--- src/line_format_defs.svh ---
// Register offsets, field positions and reset values of the UART channel.
// Assumes a 32-bit AXI4-Lite slave decoding the low eight address bits.
`ifndef LINE_FORMAT_DEFS_SVH
`define LINE_FORMAT_DEFS_SVH

// ---------------------------------------------------------------------
// Register byte offsets
// ---------------------------------------------------------------------
`define OFS_LINE_FORMAT   8'h00
`define OFS_DATA          8'h04
`define OFS_DIVISOR       8'h08
`define OFS_ENH_FEATURE   8'h0C
`define OFS_LINE_STATUS   8'h10
`define OFS_IRQ_STATUS    8'h14
`define OFS_IRQ_CLEAR     8'h18
`define OFS_IRQ_ENABLE    8'h1C

// ---------------------------------------------------------------------
// Reset values and field layout
// ---------------------------------------------------------------------
`define LINE_FORMAT_RESET 8'h00
`define DIVISOR_RESET     16'h0008
`define ENH_FEATURE_RESET 8'h00
`define IRQ_BIT_TX_DONE   0
`define IRQ_BIT_RX_DONE   1
`define IRQ_BIT_PARITY    2
`define IRQ_BIT_FRAMING   3
`define IRQ_WIDTH         4
`define HALVES_PER_BIT    3'd2
`define HALVES_STOP_ONE   3'd2
`define HALVES_STOP_HALF  3'd3
`define HALVES_STOP_TWO   3'd4
`define AXI_RESP_OKAY     2'b00
`define AXI_RESP_SLVERR   2'b10

`endif

--- src/line_format_pkg.sv ---
// Types shared by the UART channel: the format word and the serial states.
// Assumes the constants header is included by the design files.
package line_format_pkg;

  typedef struct packed {
    logic       divisor_access_enable;
    logic       break_force;
    logic       parity_force;
    logic       parity_even_select;
    logic       parity_enable;
    logic       stop_length_select;
    logic [1:0] char_length_select;
  } line_format_t;

  typedef enum logic [2:0] {
    SER_IDLE   = 3'b000,
    SER_START  = 3'b001,
    SER_DATA   = 3'b010,
    SER_PARITY = 3'b011,
    SER_STOP   = 3'b100
  } ser_state_t;

endpackage

--- src/uart_line_format_control.sv ---
// One UART channel with programmable character format behind an AXI4-Lite slave.
// Assumes one clock, an asynchronous active-high reset and RX synchronous to CLOCK.
`timescale 1ns/1ps
`include "line_format_defs.svh"

// What this block does
// - Divisor and enhanced feature registers reachable only while divisor access is set.
// - Break force holds the transmit output low until software clears it.
// - Parity enable off means no parity bit; on appends one after data.
// - With parity on, the receiver checks data and parity and flags errors.
// - Unforced parity: select 0 gives odd count of ones, 1 gives even.
// - Forced parity bit is 1 when select is 0, 0 when select is 1.
// - Stop length select 0 gives exactly one stop bit for every word length.
// - Stop length select 1 gives 1.5 stops for 5 bits, else two.
// - Length field codes 00 to 11 select 5 to 8 data bits.
// - Every line format bit is zero after reset.
module uart_line_format_control
  import line_format_pkg::*;
(
  input  wire logic        CLOCK,
  input  wire logic        RST,
  input  wire logic [7:0]  S_AXI_AWADDR,
  input  wire logic        S_AXI_AWVALID,
  output logic             S_AXI_AWREADY,
  input  wire logic [31:0] S_AXI_WDATA,
  input  wire logic [3:0]  S_AXI_WSTRB,
  input  wire logic        S_AXI_WVALID,
  output logic             S_AXI_WREADY,
  output logic [1:0]       S_AXI_BRESP,
  output logic             S_AXI_BVALID,
  input  wire logic        S_AXI_BREADY,
  input  wire logic [7:0]  S_AXI_ARADDR,
  input  wire logic        S_AXI_ARVALID,
  output logic             S_AXI_ARREADY,
  output logic [31:0]      S_AXI_RDATA,
  output logic [1:0]       S_AXI_RRESP,
  output logic             S_AXI_RVALID,
  input  wire logic        S_AXI_RREADY,
  input  wire logic        RX,
  output logic             TX,
  output logic             IRQ
);

  // -------------------------------------------------------------------
  // Format helpers
  // -------------------------------------------------------------------
  function automatic logic [7:0] len_mask(input logic [1:0] code);
    logic [7:0] m;
    m = 8'hFF >> (2'd3 - code);
    return m;
  endfunction

  function automatic logic parity_of(input logic [7:0] data, input line_format_t f);
    logic ones;
    ones = ^(data & len_mask(f.char_length_select));
    if (f.parity_force) return ~f.parity_even_select;
    return f.parity_even_select ? ones : ~ones;
  endfunction

  function automatic logic [2:0] stop_halves(input line_format_t f);
    if (!f.stop_length_select) return `HALVES_STOP_ONE;
    if (f.char_length_select == 2'b00) return `HALVES_STOP_HALF;
    return `HALVES_STOP_TWO;
  endfunction

  // -------------------------------------------------------------------
  // Registers
  // -------------------------------------------------------------------
  line_format_t               fmt_q;
  logic [15:0]                divisor_q;
  logic [7:0]                 enh_q;
  logic [`IRQ_WIDTH-1:0]      irq_sts_q;
  logic [`IRQ_WIDTH-1:0]      irq_en_q;
  logic [7:0]                 tx_hold_q;
  logic                       tx_pend_q;
  logic [7:0]                 rx_data_q;
  logic                       rx_ready_q;
  logic                       aw_have_q;
  logic                       w_have_q;
  logic [7:0]                 aw_addr_q;
  logic [31:0]                w_data_q;
  logic [3:0]                 w_strb_q;
  logic                       wr_fire;
  logic                       rd_fire;
  logic                       wr_mapped;
  logic                       rd_mapped;
  logic [31:0]                rd_word;
  logic                       tx_done;
  logic                       rx_done;
  logic                       rx_par_err;
  logic                       rx_frm_err;
  logic                       tx_start;
  ser_state_t                 tx_state_q;
  logic                       tx_tick;

  // -------------------------------------------------------------------
  // AXI4-Lite write channel
  // -------------------------------------------------------------------
  assign S_AXI_AWREADY = !aw_have_q && !S_AXI_BVALID;
  assign S_AXI_WREADY  = !w_have_q && !S_AXI_BVALID;
  assign wr_fire       = aw_have_q && w_have_q && !S_AXI_BVALID;

  always_comb begin
    case (aw_addr_q)
      `OFS_LINE_FORMAT, `OFS_DATA, `OFS_DIVISOR, `OFS_ENH_FEATURE,
      `OFS_LINE_STATUS, `OFS_IRQ_STATUS, `OFS_IRQ_CLEAR, `OFS_IRQ_ENABLE: wr_mapped = 1'b1;
      default: wr_mapped = 1'b0;
    endcase
  end

  always_ff @(posedge CLOCK or posedge RST) begin
    if (RST) begin
      aw_have_q    <= 1'b0;
      w_have_q     <= 1'b0;
      aw_addr_q    <= 8'h00;
      w_data_q     <= 32'h0000_0000;
      w_strb_q     <= 4'h0;
      S_AXI_BVALID <= 1'b0;
      S_AXI_BRESP  <= `AXI_RESP_OKAY;
    end else begin
      if (S_AXI_AWVALID && S_AXI_AWREADY) begin
        aw_have_q <= 1'b1;
        aw_addr_q <= S_AXI_AWADDR;
      end
      if (S_AXI_WVALID && S_AXI_WREADY) begin
        w_have_q <= 1'b1;
        w_data_q <= S_AXI_WDATA;
        w_strb_q <= S_AXI_WSTRB;
      end
      if (wr_fire) begin
        aw_have_q    <= 1'b0;
        w_have_q     <= 1'b0;
        S_AXI_BVALID <= 1'b1;
        S_AXI_BRESP  <= wr_mapped ? `AXI_RESP_OKAY : `AXI_RESP_SLVERR;
      end else if (S_AXI_BREADY) begin
        S_AXI_BVALID <= 1'b0;
      end
    end
  end

  // Gated registers ignore writes while divisor access is off, so a stray
  // write cannot retune the baud rate during normal traffic.
  always_ff @(posedge CLOCK or posedge RST) begin
    if (RST) begin
      fmt_q     <= `LINE_FORMAT_RESET;
      divisor_q <= `DIVISOR_RESET;
      enh_q     <= `ENH_FEATURE_RESET;
      irq_en_q  <= '0;
    end else if (wr_fire) begin
      if (aw_addr_q == `OFS_LINE_FORMAT && w_strb_q[0]) fmt_q <= w_data_q[7:0];
      if (aw_addr_q == `OFS_IRQ_ENABLE && w_strb_q[0]) irq_en_q <= w_data_q[`IRQ_WIDTH-1:0];
      if (fmt_q.divisor_access_enable) begin
        if (aw_addr_q == `OFS_DIVISOR && w_strb_q[0]) divisor_q[7:0] <= w_data_q[7:0];
        if (aw_addr_q == `OFS_DIVISOR && w_strb_q[1]) divisor_q[15:8] <= w_data_q[15:8];
        if (aw_addr_q == `OFS_ENH_FEATURE && w_strb_q[0]) enh_q <= w_data_q[7:0];
      end
    end
  end

  assign tx_start = (tx_state_q == SER_IDLE) && tx_pend_q && tx_tick;

  always_ff @(posedge CLOCK or posedge RST) begin
    if (RST) begin
      tx_hold_q <= 8'h00;
      tx_pend_q <= 1'b0;
    end else if (wr_fire && aw_addr_q == `OFS_DATA && w_strb_q[0] && !tx_pend_q) begin
      tx_hold_q <= w_data_q[7:0];
      tx_pend_q <= 1'b1;
    end else if (tx_start) begin
      tx_pend_q <= 1'b0;
    end
  end

  // -------------------------------------------------------------------
  // AXI4-Lite read channel
  // -------------------------------------------------------------------
  assign S_AXI_ARREADY = !S_AXI_RVALID;
  assign rd_fire       = S_AXI_ARVALID && S_AXI_ARREADY;

  always_comb begin
    rd_word   = 32'h0000_0000;
    rd_mapped = 1'b1;
    case (S_AXI_ARADDR)
      `OFS_LINE_FORMAT: rd_word[7:0] = fmt_q;
      `OFS_DATA:        rd_word[7:0] = rx_data_q;
      `OFS_DIVISOR:     rd_word[15:0] = fmt_q.divisor_access_enable ? divisor_q : 16'h0000;
      `OFS_ENH_FEATURE: rd_word[7:0] = fmt_q.divisor_access_enable ? enh_q : 8'h00;
      `OFS_LINE_STATUS: rd_word[3:0] = {tx_state_q != SER_IDLE, tx_pend_q, 1'b0, rx_ready_q};
      `OFS_IRQ_STATUS:  rd_word[`IRQ_WIDTH-1:0] = irq_sts_q;
      `OFS_IRQ_CLEAR:   rd_word = 32'h0000_0000;
      `OFS_IRQ_ENABLE:  rd_word[`IRQ_WIDTH-1:0] = irq_en_q;
      default:          rd_mapped = 1'b0;
    endcase
  end

  always_ff @(posedge CLOCK or posedge RST) begin
    if (RST) begin
      S_AXI_RVALID <= 1'b0;
      S_AXI_RDATA  <= 32'h0000_0000;
      S_AXI_RRESP  <= `AXI_RESP_OKAY;
    end else if (rd_fire) begin
      S_AXI_RVALID <= 1'b1;
      S_AXI_RDATA  <= rd_word;
      S_AXI_RRESP  <= rd_mapped ? `AXI_RESP_OKAY : `AXI_RESP_SLVERR;
    end else if (S_AXI_RREADY) begin
      S_AXI_RVALID <= 1'b0;
    end
  end

  // -------------------------------------------------------------------
  // Interrupts
  // -------------------------------------------------------------------
  logic [`IRQ_WIDTH-1:0] irq_set;
  logic [`IRQ_WIDTH-1:0] irq_clr;

  always_comb begin
    irq_set = '0;
    irq_set[`IRQ_BIT_TX_DONE] = tx_done;
    irq_set[`IRQ_BIT_RX_DONE] = rx_done;
    irq_set[`IRQ_BIT_PARITY]  = rx_par_err;
    irq_set[`IRQ_BIT_FRAMING] = rx_frm_err;
    irq_clr = (wr_fire && aw_addr_q == `OFS_IRQ_CLEAR && w_strb_q[0]) ? w_data_q[`IRQ_WIDTH-1:0] : '0;
  end

  // A new event in the clearing cycle survives the clear.
  always_ff @(posedge CLOCK or posedge RST) begin
    if (RST) irq_sts_q <= '0;
    else     irq_sts_q <= (irq_sts_q & ~irq_clr) | irq_set;
  end

  assign IRQ = |(irq_sts_q & irq_en_q);

  // -------------------------------------------------------------------
  // Transmitter, paced in half-bit ticks of divisor cycles
  // -------------------------------------------------------------------
  line_format_t tx_fmt_q;
  logic [15:0]  tx_div_q;
  logic         tx_par_q;
  logic [2:0]   tx_halves_q;
  logic [2:0]   tx_bits_q;
  logic [7:0]   tx_sh_q;
  logic         tx_line_q;

  assign tx_tick = (tx_div_q == 16'h0000);
  assign tx_done = (tx_state_q == SER_STOP) && tx_tick && tx_halves_q == 3'd1;

  always_ff @(posedge CLOCK or posedge RST) begin
    if (RST) tx_div_q <= 16'h0000;
    else     tx_div_q <= tx_tick ? divisor_q - 16'h0001 : tx_div_q - 16'h0001;
  end

  always_ff @(posedge CLOCK or posedge RST) begin
    if (RST) begin
      tx_state_q  <= SER_IDLE;
      tx_fmt_q    <= `LINE_FORMAT_RESET;
      tx_halves_q <= 3'd0;
      tx_bits_q   <= 3'd0;
      tx_sh_q     <= 8'h00;
      tx_line_q   <= 1'b1;
      tx_par_q    <= 1'b0;
    end else if (tx_tick) begin
      tx_halves_q <= tx_halves_q - 3'd1;
      case (tx_state_q)
        SER_IDLE: if (tx_pend_q) begin
          tx_fmt_q    <= fmt_q;
          tx_sh_q     <= tx_hold_q;
          // Parity is fixed here, as the holding register may take the next byte mid-character.
          tx_par_q    <= parity_of(tx_hold_q, fmt_q);
          tx_line_q   <= 1'b0;
          tx_halves_q <= `HALVES_PER_BIT;
          tx_state_q  <= SER_START;
        end
        SER_START: if (tx_halves_q == 3'd1) begin
          tx_line_q   <= tx_sh_q[0];
          tx_bits_q   <= {1'b1, tx_fmt_q.char_length_select};
          tx_halves_q <= `HALVES_PER_BIT;
          tx_state_q  <= SER_DATA;
        end
        SER_DATA: if (tx_halves_q == 3'd1) begin
          tx_sh_q     <= {1'b0, tx_sh_q[7:1]};
          tx_bits_q   <= tx_bits_q - 3'd1;
          if (tx_bits_q != 3'd0) begin
            tx_line_q   <= tx_sh_q[1];
            tx_halves_q <= `HALVES_PER_BIT;
          end else if (tx_fmt_q.parity_enable) begin
            tx_line_q   <= tx_par_q;
            tx_halves_q <= `HALVES_PER_BIT;
            tx_state_q  <= SER_PARITY;
          end else begin
            tx_line_q   <= 1'b1;
            tx_halves_q <= stop_halves(tx_fmt_q);
            tx_state_q  <= SER_STOP;
          end
        end
        SER_PARITY: if (tx_halves_q == 3'd1) begin
          tx_line_q   <= 1'b1;
          tx_halves_q <= stop_halves(tx_fmt_q);
          tx_state_q  <= SER_STOP;
        end
        SER_STOP: if (tx_halves_q == 3'd1) tx_state_q <= SER_IDLE;
        default: tx_state_q <= SER_IDLE;
      endcase
    end
  end

  // Break overrides the line live, not per character, so it takes hold at once.
  assign TX = tx_line_q & ~fmt_q.break_force;

  // -------------------------------------------------------------------
  // Receiver; sampling falls at each bit centre
  // -------------------------------------------------------------------
  ser_state_t   rx_state_q;
  line_format_t rx_fmt_q;
  logic [15:0]  rx_div_q;
  logic         rx_tick;
  logic [2:0]   rx_halves_q;
  logic [2:0]   rx_bits_q;
  logic [7:0]   rx_sh_q;
  logic [7:0]   rx_word;
  logic         rx_par_bad_q;

  assign rx_tick = (rx_div_q == 16'h0000);
  assign rx_word = rx_sh_q >> (2'd3 - rx_fmt_q.char_length_select);
  assign rx_done = (rx_state_q == SER_STOP) && rx_tick && rx_halves_q == 3'd1;
  assign rx_frm_err = rx_done && !RX;
  assign rx_par_err = rx_done && rx_par_bad_q;

  always_ff @(posedge CLOCK or posedge RST) begin
    if (RST) begin
      rx_state_q   <= SER_IDLE;
      rx_fmt_q     <= `LINE_FORMAT_RESET;
      rx_div_q     <= 16'h0000;
      rx_halves_q  <= 3'd0;
      rx_bits_q    <= 3'd0;
      rx_sh_q      <= 8'h00;
      rx_par_bad_q <= 1'b0;
    end else if (rx_state_q == SER_IDLE) begin
      if (!RX) begin
        rx_fmt_q     <= fmt_q;
        rx_div_q     <= divisor_q - 16'h0001;
        rx_par_bad_q <= 1'b0;
        rx_state_q   <= SER_START;
      end
    end else begin
      rx_div_q <= rx_tick ? divisor_q - 16'h0001 : rx_div_q - 16'h0001;
      if (rx_tick) begin
        rx_halves_q <= rx_halves_q - 3'd1;
        case (rx_state_q)
          SER_START: begin
            rx_halves_q <= `HALVES_PER_BIT;
            rx_bits_q   <= {1'b1, rx_fmt_q.char_length_select};
            // A start bit gone high by its centre was a glitch.
            rx_state_q  <= RX ? SER_IDLE : SER_DATA;
          end
          SER_DATA: if (rx_halves_q == 3'd1) begin
            rx_sh_q     <= {RX, rx_sh_q[7:1]};
            rx_bits_q   <= rx_bits_q - 3'd1;
            rx_halves_q <= `HALVES_PER_BIT;
            if (rx_bits_q == 3'd0)
              rx_state_q <= rx_fmt_q.parity_enable ? SER_PARITY : SER_STOP;
          end
          SER_PARITY: if (rx_halves_q == 3'd1) begin
            rx_par_bad_q <= RX != parity_of(rx_word, rx_fmt_q);
            rx_halves_q  <= `HALVES_PER_BIT;
            rx_state_q   <= SER_STOP;
          end
          SER_STOP: if (rx_halves_q == 3'd1) rx_state_q <= SER_IDLE;
          default: rx_state_q <= SER_IDLE;
        endcase
      end
    end
  end

  always_ff @(posedge CLOCK or posedge RST) begin
    if (RST) begin
      rx_data_q  <= 8'h00;
      rx_ready_q <= 1'b0;
    end else if (rx_done) begin
      rx_data_q  <= rx_word;
      rx_ready_q <= 1'b1;
    end else if (rd_fire && S_AXI_ARADDR == `OFS_DATA) begin
      rx_ready_q <= 1'b0;
    end
  end

endmodule // uart_line_format_control

--- config.mk ---
export PLATFORM = sky130hd
export DESIGN_NAME = uart_line_format_control
export DESIGN_NICKNAME = d
export VERILOG_FILES = /design/src/line_format_pkg.sv /design/src/uart_line_format_control.sv
export VERILOG_INCLUDE_DIRS = /design/src /design/src/src
export SDC_FILE = /design/constraint.sdc
export NUM_CORES = 1
export LEC_CHECK = 0
export ABC_AREA = 1
export BUFFER_PORTS_ARGS = -buffer_cell sky130_fd_sc_hd__buf_4
export CAP_MARGIN = 20
export CORE_UTILIZATION = 60
export CTS_BUF_LIST = sky130_fd_sc_hd__clkbuf_8
export CTS_CLUSTER_DIAMETER = 200
export DETAILED_ROUTE_END_ITERATION = 10
export GPL_TIMING_DRIVEN = 0
export PLACE_DENSITY = 0.81
export SYNTH_ARGS = -nofsm -noshare
export SYNTH_HDL_FRONTEND = slang
export SYNTH_SLANG_ARGS = --single-unit
--- constraint.sdc ---
create_clock -name CLOCK -period 9.2 [get_ports CLOCK]
set_input_delay 0.92 -clock CLOCK [delete_from_list [all_inputs] [get_ports CLOCK]]
set_output_delay 0.92 -clock CLOCK [all_outputs]
set_load 0.02 [all_outputs]
==> results, run 1 <==
- The netlist area before placement is 9780 µm².
- Buffers inserted during clock tree synthesis total 17.
- The overall fraction of global-route tracks in use is 29.8%.
- The number of buffers and inverters on the critical path is 2.
- The die is 130 µm wide.
- The number of gates resized after CTS was 0.
- The area fraction of the dominant cell type after synthesis is 46.5%.
- The number of antenna diodes is 0.
- The leftover overflow at the end of global routing is 0.
- On the worst path, the slowest cell contributes a delay of 390 ps.
- The count of nets left with antenna violations once routing finished came out at 0.
- Timing would allow up to 0.409 GHz.
- The final route contains between 8000 and 9000 vias.
- The number of antenna violations at the first check in global routing was 0.
- The weighted congestion at the end of routability-driven global placement is roughly 0.96.
- The final critical delay including setup and external delays is 2450 ps.
- The reported leakage power is 5.28 nW.
- At the worst endpoint, the required time is 8280 ps.
- The worst IR drop on VDD is 0.177 mV.
- Cells with a size suffix above 1 make up 16.2% of the layout.
- The number of synthesized register bits is between 150 and 200.
- The worst-skew pair later-pin latency is 480 ps.
- The number of buffers inserted for hold repair after clock tree synthesis is 0.
- The tree is rooted in a sky130_fd_sc_hd__clkbuf_8.
- The floorplan step set the die height to 130 µm.
- Entering global routing, the biggest net connects 132 pins.
- The worst pin sits at a relative slew slack of 56.2%.
- The via count of the first global-routing pass is 7974.
- Setup repair after global routing left no endpoint under its margin.
- The library cells used most frequently in the layout, excluding fill and tap cells, are sky130_fd_sc_hd__nand2_1, sky130_fd_sc_hd__dfrtp_1, sky130_fd_sc_hd__inv_1.
- The clock passes through at most 2 buffers.
- The total length of routed wires is 23400 µm.
- Data on the critical path arrives at its endpoint at 1530 ps.
- The final layout contains 1364 nets.
- Clock-pin slew was measured on the worst setup and hold paths at 100 ps.
- sky130_fd_sc_hd__dfrtp_1 takes more of the synthesized area than any other cell.
- The startpoint kind of the worst setup timing path is a flop.
- The tool flagged a number of max-cap violations equal to 0.
- The number of max-slew violations in the final report was 0.
- Sequential elements use a little under half of the synthesized area.
- The type of destination of the critical path is an output port.
- After filler insertion, the fill cell instance count of the layout stands at 1308.
- The die footprint is 16800 µm².
- The path class of the tightest hold or removal check is input pin to asynchronous set/reset pin.
- The total power per unit cell area is 214 nW/µm².
- The post-route clock period utilization is 26.6%.
- The number of rows in the core area is 46.
- Sorting the synthesized cells by area gives the leading types as sky130_fd_sc_hd__dfrtp_1, sky130_fd_sc_hd__nand2_1, sky130_fd_sc_hd__o21ai_0.
- Walking the worst path, the cells encountered are inv_1 -> o22ai_1 -> a221o_1 -> buf_4.
- By startpoint and endpoint, the worst setup path is classified as flop to output port.
- The count of distinct cell types in the synthesized netlist is 57.
- The HPWL reported at the end of detailed placement is around 17000 µm.
- CTS built an H-tree with a depth of 4.
- After detailed routing, the average wire length per cell comes to 15.4 µm.
- TritonCTS built the clock tree.
- The total number of yosys warnings is 0.
- The largest individual stage delay along the critical path comes from the cell sky130_fd_sc_hd__dfrtp_1.
- The average cell area after synthesis is 8.23 µm².
- The area growth from synthesis to final layout is 13.1%.
- The number of setup violations in the final report is 0.
- Clock tree synthesis found a total of 184 sinks.
- The flow ran to the end, and the final reports show no timing, DRC or antenna violations.
- The first detailed-routing pass took 7 iterations.
- The violation count after the first detailed-routing iteration is 681.
- The most common library cell in the layout ignoring fill and taps is sky130_fd_sc_hd__nand2_1.
- After detailed routing, the number of vias per cell comes to 5.49.
- The cell area reported after detailed placement is around 11000 µm².
- The starting utilization of the core area is between 60 and 70%.
- For this run, design rule violations remaining after detail routing come to 0.
- The synthesized instance count is ~1200.
- The clock arrives with 13.9 ps of skew.
- During I/O placement, the number of pins put on the boundary was 103.
- Buffers added to address setup during post-CTS repair amount to 0.
- The wire length of the first global-routing pass is 38600 µm.
- Along the worst path, the maximum fanout reaches 2.
- The number of hold violations in the final report is 0.
- During placement, the flow inserted port buffers numbering 66.
- The worst-margin pin slew is 657 ps.
- The total core area is 15900 µm².
- The final setup TNS is 0 ps.
- The kind of cell with the highest combined delay along the critical path is compound AO/OA/AOI/OAI gates.
- The final non-filler cell area is 11100 µm².
- The multi-input combinational cell area is ~4400 µm².
- The flip-flop and latch area is between 4000 and 5000 µm².
-- synth_stat cells, drive strengths merged --
master and instances:
mux2i 8, dfstp 2, o21bai 3, and2 1, xnor2 12, clkinv 1
or2 1, nor3b 2, o2111a 1, o221ai 7, a21oi 37, nor2 113
clkbuf 10, nor4b 1, nor4 5, xor2 19, o21a 1, conb 1
nand2 299, o311ai 3, o21ai 137, o211ai 11, a31oi 4, a41oi 1
mux2 20, nand4 13, a22oi 5, buf 38, and3 1, ha 12
dfrtp 182, a221o 1, nand3 63, o31ai 4, o22ai 12, inv 139
nor3 19
-- registers in the layout, summed over array words and instances (netlist names), 16 cells and up --
signal / flops
S_AXI_RDATA: 16
divisor_q: 16
rx_div_q: 16
tx_div_q: 16
w_data_q: 16
-- where the power goes --
group | switching [mW] | internal, mW | total [mW]
combinational | 0.474 | 0.277 | 0.751
clock | 0.325 | 0.252 | 0.577
sequential | 0.100 | 0.936 | 1.04
total | 0.899 | 1.46 | 2.36
-- layout make-up --
class	count	share of cell area, %
Clock inverter	15	1.64
Tap cell	216	2.44
Inverter	140	4.91
Timing Repair Buffer	67	4.73
Clock buffer	17	2.11
Buffer	48	2.73
Multi-Input combinational cell	834	39.8
Sequential cell	184	41.6
-- layer usage --
| metal | global-route usage (%) | share of wire [%] | routed length [µm] |
|---|---|---|---|
| met5 | 0 | 0 | 0 |
| met4 | 11.1 | 2.9 | 688 |
| met3 | 5.95 | 6.5 | 1510 |
| met2 | 48.9 | 47 | 11100 |
| met1 | 39.5 | 43 | 10100 |
-- per-stage QoR --
stage / setup WS [ps] / cells / util [%] / hold WS (ps) / total power [mW]
finish: 6750 / 1521 / 69.7 / 425 / 2.36
global route: 6650 / 1521 / 69.7 / 432 / 2.50
floorplan: 3280 / 1206 / - / 451 / 1.60
CTS: 6760 / 1521 / 69.7 / 425 / 2.36
global placement: 1320 / 1488 / 66.8 / 468 / 1.76
detailed placement: 6760 / 1489 / 67.0 / 475 / 1.79
-- final timing paths --
check                           slack [ps]           end  depth (start not counted)   startpoint
worst max-delay path                  6750           IRQ                          4  irq_en_q[1]
worst min-delay path                   430  S_AXI_BVALID                          2          RST
worst max register to register        6790   tx_div_q[9]                          9  tx_div_q[0]
worst min register to register         500   irq_en_q[0]                          2  irq_en_q[0]
max in group asynchronous             7810   irq_en_q[2]                          3          RST
min in group CLOCK                     500   irq_en_q[0]                          2  irq_en_q[0]
-- cells by family (layout without fill, tap and decap cells) --
kind of cell / Yosys count / in the layout / synth area share (%)
other cells: 1 / 18 / 0.0383
simple gates: 518 / 518 / 23.4
mux: 28 / 28 / 3.12
compound gates: 227 / 227 / 13.5
buf+inv: 188 / 287 / 8.55
xor+xnor: 31 / 31 / 2.77
fa+ha+maj: 12 / 12 / 1.53
flops: 184 / 184 / 47.1
(Power assumes the default switching activity.)
==> run 2: changes to the inputs <==
==> constraint.sdc (replaced) <==
create_clock -name CLOCK -period 2.4 [get_ports CLOCK]
set_input_delay 0.24 -clock CLOCK [delete_from_list [all_inputs] [get_ports CLOCK]]
set_output_delay 0.24 -clock CLOCK [all_outputs]
set_load 0.02 [all_outputs]
==> results, run 2 (synthesis results as in run 1) <==
- The clock group share of total power is 23.4% (-1.0 points).
- The maximum cell stage delay along the critical path is 420 ps (+30 ps).
- The starting utilization of the core area is 61.6% (unchanged).
- The length of the first detailed-routing pass in iterations came to 5 (-2).
- The number of antenna violations at the first check in global routing is 0 (unchanged).
- The count of port buffers added during placement is 66 (unchanged).
- The number of antenna diodes was 0 (unchanged).
- The switching share of power is 37.7% (-0.35 points).
- Based on the critical path, the design can be clocked at up to approximately 0.46 GHz.
- The maximum buffer depth of the clock tree was 2 (unchanged).
- The number of clock buffers inserted by TritonCTS is 17 (unchanged).
- The violation count after the first detailed-routing iteration is 622 (-8.7%).
- The filler cell count in the final layout is 1273 (-2.7%).
- The weighted congestion at the end of routability-driven global placement was 0.901 (-6.0%).
- The share of total power in sequential cells is 44.2% (+0.4 points).
- The number of clock sinks is 184 (unchanged).
- The number of hold violations in the final report is 0 (unchanged).
- The CTS tree is done.
- The worst register-to-register path begins at tx_div_q[0].
- The multi-input combinational cell area is 4410 µm² (about the same).
- The count of cells along the worst hold path is 3.
- The total core area is 15900 µm² (unchanged).
- The startpoint kind of the worst setup timing path is a flop.
- The type of the worst setup path is flop to flop.
- The portion of total power attributed to combinational logic is 32.4% (+0.6 points).
- The worst-margin pin slew was 853 ps (+196 ps).
- The worst setup slack for register-to-register paths came to 240 ps (-6550 ps).
- The total length of routed wires is 23300 µm (-0.32%).
- The startpoint identified for the worst hold timing path is S_AXI_WDATA[0].
- The proportion of layout cells with a drive suffix above 1 is 16.3% (+0.020 points).
- The slowest stage of the critical path belongs to the cell sky130_fd_sc_hd__dfrtp_1.
- The area growth from synthesis to final layout is 15.4%.
- The post-route clock period utilization is between 80% and 90%.
- STA classifies the critical path endpoint as a flop.
- The worst-case setup slack after placement is 139 ps (-6620 ps).
- On the critical path the largest part of the delay comes from simple AND/OR/NAND/NOR gates.
- The net switching component of the power came to 3.38 mW (+280%).
- The final critical delay including setup and external delays is 2160 ps.
- The power consumption is 8.97 mW (+280%).
- The boundary pin count is 103 (unchanged).
- The maximum number of pins on one net before global-route repair came to 43 (-67%).
- The clock-pin transition on the worst setup and hold timing paths is 100 ps (about the same).
- The HPWL reported at the end of detailed placement is 17500 µm (+2.0%).
- The reported leakage power came to 5.38 nW (+1.8%).
- The post-detailed-route wirelength per cell is 15.1 µm (-1.8%).
- The die footprint is 16800 µm² (unchanged).
- The total power per unit cell area came to 794 nW/µm² (+270%).
- The largest clock skew in the final design is 13.2 ps (-0.674 ps).
- The cell chosen for the clock root is sky130_fd_sc_hd__clkbuf_8.
- The overall fraction of global-route tracks in use is 29.8% (-0.054 points).
- The number of rows in the core area is 46 (unchanged).
- The worst IR drop on VDD is 0.587 mV (+230%).
- The CTS H-tree depth was 4 (unchanged).
- The leftover overflow at the end of global routing came to 0 (unchanged).
- The total vias in the final route is 8380 (+0.44%).
- The flip-flop and latch area is 4610 µm² (unchanged).
- The flow ran to the end, and the final reports show no timing, DRC or antenna violations.
- The library cell appearing most often on the critical path is sky130_fd_sc_hd__nand2_1.
- The wire length of the first global-routing pass was 38800 µm (+0.59%).
- The maximum fanout count along the critical path is 10 (+8).
- The max-capacitance violation count is 0 (unchanged).
- The number of buffers and inverters on the critical path is 2 (unchanged).
- The cell area reported after detailed placement came to 10700 µm² (+0.46%).
- Traced cell by cell, the critical path runs through inv_1 -> ha_1 -> nand4_1 -> nor2_1 -> nand3_1 -> nor2_2 -> buf_2 -> nand2_1 -> nand2_1 -> nand2_1.
- The final non-filler cell area came to 11300 µm² (+2.1%).
- Setup repair after global routing left no endpoint under its margin.
- The number of design rule violations left after detail routing is 0 (unchanged).
- The via density per instance is 5.43 (-1.1%).
- The worst-case setup margin in the final layout is 242 ps (-6510 ps).
- The horizontal extent of the die came to 130 µm (unchanged).
- The number of nets with antenna violations after detailed routing is 0 (unchanged).
- The cell depth of the worst flop-to-flop path was 10 (+1).
- The number of max-slew violations in the final report is 0 (unchanged).
- The most common library cell in the layout ignoring fill and taps is sky130_fd_sc_hd__nand2_1.
- The required time at the worst-slack endpoint came to 2760 ps (-5520 ps).
- The count of nets after finishing is 1387 (+1.7%).
- The number of setup violations in the final report is 0 (unchanged).
- The via count of the first global-routing pass is 7888 (-1.1%).
- The internal power is 5.59 mW (+280%).
- Leaving out fill and tap cells, the most frequent cells in the layout are sky130_fd_sc_hd__nand2_1, sky130_fd_sc_hd__dfrtp_1, sky130_fd_sc_hd__inv_1.
- The data arrival at the endpoint of the critical path is 2520 ps (+990 ps).
- The remaining max-slew budget at the tightest pin is 43.0% (-13 points).
- The min-delay analysis places its worst path in the category input pin to flop.
- The overall die height was 130 µm (unchanged).
- The path with the worst hold slack has its endpoint at w_data_q[0].
- The worst register-to-register path ends at tx_pend_q.
- The worst-skew pair later-pin latency is 470 ps (about the same).
[run 2: changes by cell type in the layout (fill, tap and decap cells not counted), sizes merged]
| cell | delta |
|---|---|
| dlygate4sd3 | +20 |
| buf | +3 |
| clkbuf | +2 |
| clkinv | -2 |
| bufinv | -1 |
| clkinvlp | +1 |
[run 2: power by group through the flow]
stage | Clock [mW] | Sequential, mW | Combinational, mW
2_1_floorplan | 0 | 3.95 | 2.17
5_1_grt | 2.26 | 4.02 | 3.23
6_report | 2.10 | 3.96 | 2.91
3_5_place_dp | 0 | 4.02 | 2.87
3_3_place_gp | 0 | 4.00 | 2.77
4_1_cts | 2.14 | 3.95 | 2.91
[run 2: per-stage QoR]
| step | hold WS (ps) | setup TNS, ps | util [%] | instances |
|---|---|---|---|---|
| finish | 15.9 | 0 | 71.1 | 1544 |
| global route | 6.44 | 0 | 71.1 | 1544 |
| detailed placement | 415 | 0 | 67.3 | 1492 |
| global placement | 412 | -230950 | 66.8 | 1488 |
| floorplan | 325 | -36930 | - | 1206 |
| CTS | 1.41 | 0 | 71.0 | 1542 |
[run 2: repair_timing]
action | CTS | global route
endpoints found under the setup margin | 0 | 2
setup buffers | 0 | 0
hold buffers | 18 | 2
gates resized for setup | 0 | 1
endpoints found under the hold margin | 52 | 2
[run 2: worst max path at each step]
stage	from	to	slack [ps]	cells after the start
2_1_floorplan	RST	S_AXI_BRESP[1]	-200	1
3_3_place_gp	RST	tx_sh_q[2]	-1280	2
3_5_place_dp	tx_div_q[0]	tx_pend_q	140	10
4_1_cts	tx_div_q[0]	tx_pend_q	110	10
5_1_grt	tx_div_q[0]	tx_pend_q	70	10
6_report	tx_div_q[0]	tx_pend_q	240	10
[run 2: worst reg2reg max path, delay by kind of cell (launching register included)]
family	cells	cell delay, ps
fa+ha+maj	1	220
buf+inv	2	390
simple gates	7	1030
flops	1	420
[run 2: layer usage]
| layer | part of all wire, % | GRT usage (%) | up-vias | wire length (µm) |
|---|---|---|---|---|
| met1 | 45 | 42.0 | 3987 | 10400 |
| met3 | 5.5 | 4.76 | 21 | 1280 |
| met2 | 49 | 49.1 | 245 | 11300 |
| met5 | 0 | 0 | - | 0 |
| li1 | - | - | 4127 | - |
| met4 | 1.2 | 6.02 | 0 | 272 |
[run 2: layout make-up]
type | count | area share, %
Multi-Input combinational cell | 834 | 39.0
Clock inverter | 13 | 1.19
Sequential cell | 184 | 40.8
Tap cell | 216 | 2.39
Timing Repair Buffer | 90 | 6.87
Inverter | 140 | 4.77
Buffer | 48 | 2.67
Clock buffer | 19 | 2.32
